**config.mk**
```make
export PLATFORM = sky130hd
export DESIGN_NAME = sdram_mode_and_command_decode
export DESIGN_NICKNAME = d
export VERILOG_FILES = /design/src/verilog/sdram_cfg_pkg.sv /design/src/verilog/sdram_mode_and_command_decode.sv /design/src/verilog/beat_buffer.sv
export SDC_FILE = /design/constraint.sdc
export NUM_CORES = 1
export LEC_CHECK = 0
export BUFFER_PORTS_ARGS = -buffer_cell sky130_fd_sc_hd__buf_2
export CAP_MARGIN = 20
export CORE_MARGIN = 1.5
export CORE_UTILIZATION = 25
export DETAILED_ROUTE_END_ITERATION = 12
export GPL_TIMING_DRIVEN = 0
export SLEW_MARGIN = 20
export SYNTH_ARGS = -nofsm -noshare
export SYNTH_HDL_FRONTEND = slang
export SYNTH_SLANG_ARGS = --single-unit
```
**constraint.sdc**
```tcl
create_clock -name clk_i -period 7 [get_ports clk_i]
set_clock_uncertainty 0.1 [all_clocks]
set_input_delay 0.35 -clock clk_i [delete_from_list [all_inputs] [get_ports clk_i]]
set_output_delay 0.35 -clock clk_i [all_outputs]
set_load 0.05 [all_outputs]
```
**src/verilog/sdram_cfg_pkg.sv**
```systemverilog
// Purpose: shared constants for the memory device configuration and command decode
// Assumes: 12-bit configuration word, four banks, strobes sampled on the rising edge
// Notes: encodings are the pin-level strobe patterns {row, column, write}
package sdram_cfg_pkg;
    localparam int CFG_W = 12;
    localparam int ADDR_W = 12;
    localparam int BANK_W = 2;
    localparam int BL_LSB = 0;
    localparam int BL_W = 3;
    localparam int ORDER_BIT = 3;
    localparam int LAT_LSB = 4;
    localparam int LAT_W = 3;
    localparam int OPMODE_LSB = 7;
    localparam int OPMODE_W = 2;
    localparam int WBM_BIT = 9;
    localparam logic [CFG_W-1:0] CFG_RESET = 12'h000;
    localparam logic [BL_W-1:0] BL_ONE = 3'h0;
    localparam logic [BL_W-1:0] BL_TWO = 3'h1;
    localparam logic [BL_W-1:0] BL_FOUR = 3'h2;
    localparam logic [BL_W-1:0] BL_EIGHT = 3'h3;
    localparam logic [BL_W-1:0] BL_FULL = 3'h7;
    localparam logic [LAT_W-1:0] LAT_TWO = 3'h2;
    localparam logic [LAT_W-1:0] LAT_THREE = 3'h3;
    localparam logic [OPMODE_W-1:0] OPMODE_NORMAL = 2'h0;
    localparam logic [2:0] STB_NOP = 3'h7;
    localparam logic [2:0] STB_ACTIVATE = 3'h3;
    localparam logic [2:0] STB_READ = 3'h5;
    localparam logic [2:0] STB_WRITE = 3'h4;
    localparam logic [2:0] STB_STOP = 3'h6;
    localparam logic [2:0] STB_PRECHARGE = 3'h2;
    localparam logic [2:0] STB_REFRESH = 3'h1;
    localparam logic [2:0] STB_LOAD = 3'h0;

    typedef enum logic [3:0] {
        CMD_NONE = 4'h0,
        CMD_NOP = 4'h1,
        CMD_ACTIVATE = 4'h2,
        CMD_READ = 4'h3,
        CMD_WRITE = 4'h4,
        CMD_STOP = 4'h5,
        CMD_PRECHARGE = 4'h6,
        CMD_REFRESH = 4'h7,
        CMD_SELF_REFRESH = 4'h8,
        CMD_CONFIG_LOAD = 4'h9
    } cmd_t;

    typedef enum logic [2:0] {
        S_IDLE = 3'b001,
        S_READ = 3'b010,
        S_WRITE = 3'b100
    } burst_state_t;
endpackage

```
**src/verilog/sdram_mode_and_command_decode.sv**
```systemverilog
// Purpose: configuration register, command decode and burst column sequencing
// Assumes: pins pass two flip-flops first; edge n below is the edge the command leaves the synchroniser
// Notes: read data comes from the array side through a two-entry buffer, or straight to dq when the buffer is empty at slot time
`timescale 1ns/1ns
module sdram_mode_and_command_decode #(
    parameter int COL_BITS = 10,
    parameter int DATA_W = 8
) (
    input wire logic clk_i,
    input wire logic nrst_i,
    input wire logic cke_i,
    input wire logic cs_n_i,
    input wire logic ras_n_i,
    input wire logic cas_n_i,
    input wire logic we_n_i,
    input wire logic [sdram_cfg_pkg::ADDR_W-1:0] addr_i,
    input wire logic bank_select_lo_i,
    input wire logic bank_select_hi_i,
    input wire logic dqm_i,
    input wire logic [DATA_W-1:0] dq_i,
    output logic [DATA_W-1:0] dq_o,
    output logic dq_oe_o,
    output logic [sdram_cfg_pkg::CFG_W-1:0] config_o,
    output logic config_invalid_o,
    output sdram_cfg_pkg::cmd_t cmd_o,
    output logic [sdram_cfg_pkg::BANK_W-1:0] cmd_bank_o,
    output logic [sdram_cfg_pkg::ADDR_W-1:0] cmd_row_o,
    output logic auto_precharge_o,
    output logic precharge_all_o,
    output logic acc_valid_o,
    output logic acc_write_o,
    output logic [sdram_cfg_pkg::BANK_W-1:0] acc_bank_o,
    output logic [COL_BITS-1:0] acc_col_o,
    output logic [DATA_W-1:0] acc_wdata_o,
    output logic acc_wmask_o,
    input wire logic [DATA_W-1:0] rd_data_i,
    input wire logic rd_valid_i,
    output logic rd_ready_o
);
    import sdram_cfg_pkg::*;

    localparam int PIN_W = 7 + ADDR_W + BANK_W + DATA_W;

    // two-stage synchroniser for every pin; stage one feeds stage two only
    logic [PIN_W-1:0] pin_meta;
    logic [PIN_W-1:0] pin_sync;
    logic cke_s;
    logic cs_n_s;
    logic [2:0] stb_s;
    logic [ADDR_W-1:0] addr_s;
    logic [BANK_W-1:0] bank_s;
    logic dqm_s;
    logic [DATA_W-1:0] dq_s;

    always_ff @(posedge clk_i or negedge nrst_i)
    begin
        if (!nrst_i)
        begin
            pin_meta <= '0;
            pin_sync <= '0;
        end
        else
        begin
            pin_meta <= {cke_i, cs_n_i, ras_n_i, cas_n_i, we_n_i, dqm_i, addr_i,
                         bank_select_hi_i, bank_select_lo_i, dq_i, 1'b0};
            pin_sync <= pin_meta;
        end
    end

    assign {cke_s, cs_n_s, stb_s, dqm_s, addr_s, bank_s, dq_s} = pin_sync[PIN_W-1:1];

    // command decode
    cmd_t dec;

    always_comb
    begin
        dec = CMD_NONE;
        if (!cs_n_s)
        begin
            unique case (stb_s)
                STB_NOP: dec = CMD_NOP;
                STB_ACTIVATE: dec = CMD_ACTIVATE;
                STB_READ: dec = CMD_READ;
                STB_WRITE: dec = CMD_WRITE;
                STB_STOP: dec = CMD_STOP;
                STB_PRECHARGE: dec = CMD_PRECHARGE;
                STB_REFRESH: dec = cke_s ? CMD_REFRESH : CMD_SELF_REFRESH;
                STB_LOAD: dec = CMD_CONFIG_LOAD;
            endcase
        end
        // with the clock gate low only the self-refresh entry is meaningful
        if (!cke_s && dec != CMD_SELF_REFRESH)
        begin
            dec = CMD_NONE;
        end
    end

    logic rd_dec;
    logic wr_dec;
    logic stop_dec;
    logic load_dec;
    assign rd_dec = (dec == CMD_READ);
    assign wr_dec = (dec == CMD_WRITE);
    assign stop_dec = (dec == CMD_STOP);
    assign load_dec = (dec == CMD_CONFIG_LOAD);

    // configuration register; no reset pin on the real part, cleared here for determinism
    always_ff @(posedge clk_i or negedge nrst_i)
    begin
        if (!nrst_i)
        begin
            config_o <= CFG_RESET;
        end
        else if (load_dec)
        begin
            config_o <= addr_s;
        end
    end

    logic [BL_W-1:0] cfg_bl;
    logic cfg_order;
    logic [LAT_W-1:0] cfg_lat;
    logic [OPMODE_W-1:0] cfg_mode;
    logic cfg_wbm;
    assign cfg_bl = config_o[BL_LSB +: BL_W];
    assign cfg_order = config_o[ORDER_BIT];
    assign cfg_lat = config_o[LAT_LSB +: LAT_W];
    assign cfg_mode = config_o[OPMODE_LSB +: OPMODE_W];
    assign cfg_wbm = config_o[WBM_BIT];

    // reserved encodings are flagged rather than trusted; the controller must avoid them
    assign config_invalid_o = (cfg_mode != OPMODE_NORMAL)
        || !(cfg_bl inside {BL_ONE, BL_TWO, BL_FOUR, BL_EIGHT, BL_FULL})
        || !(cfg_lat inside {LAT_TWO, LAT_THREE})
        || (cfg_bl == BL_FULL && cfg_order);

    // block mask per burst length; all ones for a whole row
    logic [COL_BITS-1:0] bl_mask;
    logic bl_full;

    always_comb
    begin
        bl_full = 1'b0;
        bl_mask = '0;
        unique case (cfg_bl)
            BL_TWO: bl_mask = COL_BITS'(1);
            BL_FOUR: bl_mask = COL_BITS'(3);
            BL_EIGHT: bl_mask = COL_BITS'(7);
            BL_FULL:
            begin
                bl_mask = '1;
                bl_full = 1'b1;
            end
            default: bl_mask = '0;
        endcase
    end

    // burst sequencer
    burst_state_t state;
    logic [COL_BITS-1:0] start_col;
    logic [COL_BITS-1:0] mask;
    logic full;
    logic order;
    logic [BANK_W-1:0] bank;
    logic [COL_BITS-1:0] beat_k;
    logic [COL_BITS-1:0] next_k;
    logic [COL_BITS-1:0] next_off;
    logic [COL_BITS-1:0] next_col;
    logic [COL_BITS-1:0] cmd_mask;
    logic cmd_full;
    logic cont_beat;

    assign next_k = beat_k + COL_BITS'(1);
    // interleaved full row is unsupported, so a full row always counts up
    assign next_off = (order && !full) ? (start_col ^ next_k) : (start_col + next_k);
    assign next_col = (start_col & ~mask) | (next_off & mask);
    assign cont_beat = (state != S_IDLE) && !stop_dec && !rd_dec && !wr_dec;
    assign cmd_mask = (wr_dec && cfg_wbm) ? '0 : bl_mask;
    assign cmd_full = (wr_dec && cfg_wbm) ? 1'b0 : bl_full;

    always_ff @(posedge clk_i or negedge nrst_i)
    begin
        if (!nrst_i)
        begin
            state <= S_IDLE;
            start_col <= '0;
            mask <= '0;
            full <= 1'b0;
            order <= 1'b0;
            bank <= '0;
            beat_k <= '0;
        end
        else if (rd_dec || wr_dec)
        begin
            start_col <= addr_s[COL_BITS-1:0];
            bank <= bank_s;
            mask <= cmd_mask;
            full <= cmd_full;
            order <= cfg_order;
            beat_k <= '0;
            if (cmd_mask == '0 && !cmd_full)
            begin
                state <= S_IDLE;
            end
            else
            begin
                state <= rd_dec ? S_READ : S_WRITE;
            end
        end
        else if (stop_dec)
        begin
            state <= S_IDLE;
        end
        else if (state != S_IDLE)
        begin
            beat_k <= next_k;
            if (next_k == mask && !full)
            begin
                state <= S_IDLE;
            end
        end
    end

    // one array access per beat; write data and mask ride with their beat
    logic issue;
    logic issue_write;
    assign issue = rd_dec || wr_dec || cont_beat;
    assign issue_write = wr_dec || (cont_beat && state == S_WRITE);

    always_ff @(posedge clk_i or negedge nrst_i)
    begin
        if (!nrst_i)
        begin
            acc_valid_o <= 1'b0;
            acc_write_o <= 1'b0;
            acc_bank_o <= '0;
            acc_col_o <= '0;
            acc_wdata_o <= '0;
            acc_wmask_o <= 1'b0;
        end
        else
        begin
            acc_valid_o <= issue;
            acc_write_o <= issue_write;
            acc_bank_o <= (rd_dec || wr_dec) ? bank_s : bank;
            acc_col_o <= (rd_dec || wr_dec) ? addr_s[COL_BITS-1:0] : next_col;
            acc_wdata_o <= dq_s;
            acc_wmask_o <= issue_write && dqm_s;
        end
    end

    // command event outputs
    always_ff @(posedge clk_i or negedge nrst_i)
    begin
        if (!nrst_i)
        begin
            cmd_o <= CMD_NONE;
            cmd_bank_o <= '0;
            cmd_row_o <= '0;
            auto_precharge_o <= 1'b0;
            precharge_all_o <= 1'b0;
        end
        else
        begin
            cmd_o <= dec;
            cmd_bank_o <= bank_s;
            cmd_row_o <= addr_s;
            // full-row bursts never auto-precharge
            auto_precharge_o <= (rd_dec || wr_dec) && addr_s[10] && !cmd_full;
            precharge_all_o <= (dec == CMD_PRECHARGE) && addr_s[10];
        end
    end

    // read slot pipeline: beat issued before edge n+1 lands on dq at edge n+latency
    logic [1:0] rd_pipe;
    logic rd_beat;
    logic lat2;
    logic fire;
    logic pre_drive;
    logic dqm_d1;
    logic [DATA_W-1:0] buf_data;
    logic buf_valid;
    logic buf_push;

    // an empty buffer at slot time passes the word straight through, so latency two is met
    assign buf_push = rd_valid_i && !(fire && !buf_valid);

    assign rd_beat = rd_dec || (cont_beat && state == S_READ);
    assign lat2 = (cfg_lat == LAT_TWO);
    assign fire = lat2 ? rd_pipe[0] : rd_pipe[1];
    assign pre_drive = lat2 ? rd_beat : rd_pipe[0];

    always_ff @(posedge clk_i or negedge nrst_i)
    begin
        if (!nrst_i)
        begin
            rd_pipe <= '0;
            dqm_d1 <= 1'b0;
        end
        else
        begin
            rd_pipe <= {rd_pipe[0], rd_beat};
            dqm_d1 <= dqm_s;
        end
    end

    always_ff @(posedge clk_i or negedge nrst_i)
    begin
        if (!nrst_i)
        begin
            dq_o <= '0;
            dq_oe_o <= 1'b0;
        end
        else
        begin
            if (fire && buf_valid)
            begin
                dq_o <= buf_data;
            end
            else if (fire && rd_valid_i)
            begin
                dq_o <= rd_data_i;
            end
            // mask seen two edges ago floats this slot
            dq_oe_o <= (pre_drive || fire) && !dqm_d1;
        end
    end

    // a slow array misses its slot; the buffer holds the late word until the next slot drains it
    beat_buffer #(
        .W(DATA_W)
    ) u_rd_buffer (
        .clk_i(clk_i),
        .nrst_i(nrst_i),
        .in_valid_i(buf_push),
        .in_ready_o(rd_ready_o),
        .in_data_i(rd_data_i),
        .out_valid_o(buf_valid),
        .out_ready_i(fire),
        .out_data_o(buf_data)
    );
endmodule

```
**src/verilog/beat_buffer.sv**
```systemverilog
// Purpose: two-entry buffer with valid/ready on both sides
// Assumes: single clock, asynchronous active-low reset
// Notes: full and empty are exact; in_ready_o drops when both entries hold data
`timescale 1ns/1ns
module beat_buffer #(
    parameter int W = 8
) (
    input wire logic clk_i,
    input wire logic nrst_i,
    input wire logic in_valid_i,
    output logic in_ready_o,
    input wire logic [W-1:0] in_data_i,
    output logic out_valid_o,
    input wire logic out_ready_i,
    output logic [W-1:0] out_data_o
);
    logic [W-1:0] mem [2];
    logic wr_ptr;
    logic rd_ptr;
    logic [1:0] count;
    logic push;
    logic pop;

    assign in_ready_o = (count != 2'h2);
    assign out_valid_o = (count != 2'h0);
    assign out_data_o = mem[rd_ptr];
    assign push = in_valid_i && in_ready_o;
    assign pop = out_valid_o && out_ready_i;

    always_ff @(posedge clk_i)
    begin
        if (push)
        begin
            mem[wr_ptr] <= in_data_i;
        end
    end

    always_ff @(posedge clk_i or negedge nrst_i)
    begin
        if (!nrst_i)
        begin
            wr_ptr <= 1'b0;
            rd_ptr <= 1'b0;
            count <= 2'h0;
        end
        else
        begin
            wr_ptr <= wr_ptr ^ push;
            rd_ptr <= rd_ptr ^ pop;
            count <= count + {1'b0, push} - {1'b0, pop};
        end
    end
endmodule

```
==> flow_metrics.env <==
export IMPL_status="completed"
export IMPL_power_density_nw_per_um2=365
export IMPL_syn2layout_area_growth_pct=28.9
export IMPL_cts_sinks=171
export IMPL_syn_nets=542
export IMPL_netlist_area_leader_share=0.605
export IMPL_die_w_um=163
export IMPL_finish_utilization=0.327
export IMPL_h_tree_depth=4
export IMPL_worstReg2RegEnd="acc_col_o[9]$_DFF_PN0_"
export IMPL_dpl_instance_area_sq_um=7340
export IMPL_root_buffer="clkbuf_16"
export IMPL_wl_per_cell_um=13.8
export IMPL_synth_area_top_cells="dfrtp_1, edfxtp_1, nand2_1, mux2_2, ha_1"
export IMPL_fin_ws_ns=3.94
export IMPL_yosysWarnings=0
export IMPL_core_area_sq_um=25100
export IMPL_ys_seq_area_frac=0.685
export IMPL_hpwl_um=9290
export IMPL_finalHoldViolations=0
export IMPL_slew_limit_headroom=0.512
export IMPL_drc_errors=0
export IMPL_antenna_found_initial=0
export IMPL_async_flop_share=0.906
export IMPL_diodes=0
export IMPL_crit_path_start="beat_k[1]$_DFFE_PN0P_"
export IMPL_start_util=0.254
export IMPL_critPathKind="flip-flop to flip-flop"
export IMPL_drt_initial_drc_count=220
export IMPL_num_vias=4069
export IMPL_cpMaxStageDelayCell="dfrtp_1"
export IMPL_hold_path_class="input pin to flip-flop"
export IMPL_grt_pass1_vias=4074
export IMPL_grt_max_degree=82
export IMPL_synth_top_family_by_area="simple AND/OR/NAND/NOR gates"
export IMPL_synth_mux_area_frac=0.0574
export IMPL_syn_mean_instance_area_sq_um=13.0
export IMPL_p_seq_frac=0.414
export IMPL_endpoint="acc_col_o[9]$_DFF_PN0_"
export IMPL_crit_path_start_kind="flip-flop"
export IMPL_grt_pass1_wl_um=22200
export IMPL_synth_cell_types=52
export IMPL_synthCells=488
export IMPL_ios=105
export IMPL_synth_largest_area_cell="dfrtp_1"
export IMPL_holdWs_ns=0.0293
export IMPL_dp_cells=923
export IMPL_routed_wl_um=13600
export IMPL_cts_buffers=17
export IMPL_synth_xor_area_frac=0.0342
export IMPL_via_per_inst=4.14
export IMPL_path_max_fanout=6
export IMPL_clk_latency_ns=0.42
export IMPL_fillers=2548
export IMPL_net_switching_power_mw=1.08
export IMPL_power_mw=2.99
export IMPL_period_needed_ns=3.06
export IMPL_synth_fa_ha_area_frac=0.0307
export IMPL_cts_resized=0
export IMPL_track_usage=0.109
export IMPL_crit_path_end_kind="flip-flop"
export IMPL_cp_common_cell="xor2_1"
export IMPL_finalNonFillerCells=984
export IMPL_worst_pin_slew_ns=0.729
export IMPL_drive_above_1_share=0.268
export IMPL_cts_tree="built"
export IMPL_gp_congestion=0.751
export IMPL_fin_nets=695
export IMPL_row_count=58
export IMPL_max_cap_viol_count=0
export IMPL_internal_power_mw=1.92
export IMPL_cellLeakagePower_nw=3.82
export IMPL_cp_arrival_ns=3.24
export IMPL_cpPeakStageDelay_ns=0.41
export IMPL_yosys_register_bits=171
export IMPL_worst_r2r_path_depth=12
export IMPL_fin_area_sq_um=8210
export IMPL_synth_compound_area_frac=0.0737
export IMPL_dr_pass1_iters=7
export IMPL_clock_fmax_mhz=327
export IMPL_rsz0062_at_grt="no"
export IMPL_required_ns=7.19
export IMPL_grt_overflow_total=0
export IMPL_slew_viol_final=0
export IMPL_swShare=0.360
export IMPL_dieArea_sq_um=26400
export IMPL_yosys_area_share_simple=0.100
export IMPL_period_share=0.437
export IMPL_r2r_start="beat_k[1]$_DFFE_PN0P_"
export IMPL_synthTopCellsByCount="dfrtp_1, nand2_1, o21ai_0, nor2_1"
export IMPL_preCtsSetupSlack_ns=3.99
export IMPL_syn_cell_area_sq_um=6370
export IMPL_portBuffers=104
export IMPL_setup_viol=0
export IMPL_synth_most_common_cell="dfrtp_1"
export IMPL_clockPowerShare=0.305
export IMPL_p_comb_frac=0.281
export IMPL_synth_top_flop_cell="dfrtp_1"
export IMPL_setup_tns_ns=0
export IMPL_ant_nets=0
export IMPL_synth_edf_count=16
export IMPL_rrSetupSlack_ns=3.94
export IMPL_cts_buffer_depth=2
export IMPL_cp_cell_sequence="ha_1 -> nand3_4 -> nor2_2 -> xor2_1 -> ha_1 -> a21oi_1 -> o211ai_1 -> a41oi_1 -> xor2_1 -> nand2_1 -> xor2_1 -> o21ai_1"
export IMPL_vdd_drop_max_uv=157
export IMPL_die_height_um=163
export IMPL_path_clk_slew_ns=0.07
## area by class of cell
type / count / area, sq um / area share
Buffer: 14 / 77.6 / 0.00945
Clock buffer: 19 / 453 / 0.0552
Clock inverter: 13 / 125 / 0.0152
Inverter: 12 / 45.0 / 0.00549
Multi-Input combinational cell: 291 / 1880 / 0.230
Sequential cell: 171 / 4360 / 0.531
Tap cell: 330 / 413 / 0.0503
Timing Repair Buffer: 134 / 848 / 0.103
## power by group through the flow
| stage | Sequential (mW) | Combinational, mW | Clock, mW |
|---|---|---|---|
| 3_5_place_dp | 1.26 | 0.837 | 0 |
| 2_1_floorplan | 1.49 | 0.384 | 0 |
| 6_report | 1.24 | 0.841 | 0.913 |
| 3_3_place_gp | 1.26 | 0.826 | 0 |
| 5_1_grt | 1.26 | 0.917 | 0.985 |
| 4_1_cts | 1.24 | 0.854 | 0.942 |
## critical path: cells and delay by family, from the launching register on
family	cells	cell delay (ns)
simple gates	3	0.41
flops	1	0.41
compound gates	4	0.68
xor+xnor	3	0.64
fa+ha+maj	2	0.69
## cell usage in the layout, fill, tap and decap left out, types with 3 or more instances in the layout
master | Yosys | layout
nand2b_1 | 9 | 9
ha_1 | 14 | 14
dlygate4sd3_1 | 0 | 29
nand2_1 | 71 | 71
dfrtp_1 | 154 | 154
mux2_2 | 20 | 20
and3_1 | 3 | 3
nor2_2 | 3 | 3
a21o_1 | 4 | 4
o21ai_1 | 6 | 6
xnor2_1 | 9 | 9
o21ai_0 | 28 | 28
inv_8 | 0 | 3
edfxtp_1 | 16 | 16
a22o_1 | 5 | 5
xor2_1 | 14 | 14
mux2i_1 | 14 | 14
buf_2 | 2 | 105
nor3_1 | 7 | 7
o31ai_1 | 3 | 3
nor2_1 | 27 | 27
clkbuf_16 | 0 | 17
inv_6 | 0 | 6
nand3_1 | 5 | 5
clkbuf_1 | 7 | 7
a21oi_1 | 20 | 20
inv_1 | 9 | 9
## registers in the layout, summed over array words and instances (netlist names), 2 cells and up
register and flops:
cmd_row_o 12, cmd_bank_o 2, acc_col_o 10, state 3, u_rd_buffer.count 2, mask 3, u_rd_buffer.mem 16, dq_o 8
cmd_o 4, acc_wdata_o 8, config_o 12, rd_pipe 2, pin_meta 28, acc_bank_o 2, start_col 10, pin_sync 28
beat_k 10
## repair_timing
item,in CTS,in global routing
hold endpoints to repair,108,0
setup buffers,0,0
setup endpoints to repair,0,0
hold buffers,29,0
## worst min-delay path by stage
stage,startpoint,endpoint,slack (ns),depth (start not counted)
6_report,rd_data_i[5],u_rd_buffer.mem[1][5]$_DFFE_PP_,0.03,1
5_1_grt,rd_data_i[6],u_rd_buffer.mem[1][6]$_DFFE_PP_,0.006,1
4_1_cts,rd_data_i[5],u_rd_buffer.mem[1][5]$_DFFE_PP_,0.01,1
3_5_place_dp,pin_sync[4]$_DFF_PN0_,acc_wdata_o[3]$_DFF_PN0_,0.23,0
3_3_place_gp,pin_meta[20]$_DFF_PN0_,pin_sync[20]$_DFF_PN0_,0.23,0
2_1_floorplan,nrst_i,acc_bank_o[0]$_DFFE_PN0N_,-0.05,0
## logic make-up (layout without fill, tap and decap cells)
family / after synthesis / after routing
compound gates: 79 / 79
fa+ha+maj: 15 / 15
flops: 171 / 171
simple gates: 139 / 139
mux: 34 / 34
buf+inv: 26 / 192
xor+xnor: 24 / 24
## per-layer routing
layer	share of wire	routed length [um]	track usage	vias up
li1	-	-	-	1977
met1	0.46	6270	0.142	2011
met2	0.49	6600	0.177	72
met5	0	0	0	-
met4	0.015	201	0.0384	0
met3	0.035	480	0.0255	9
Power figures use the tool's default switching activity.
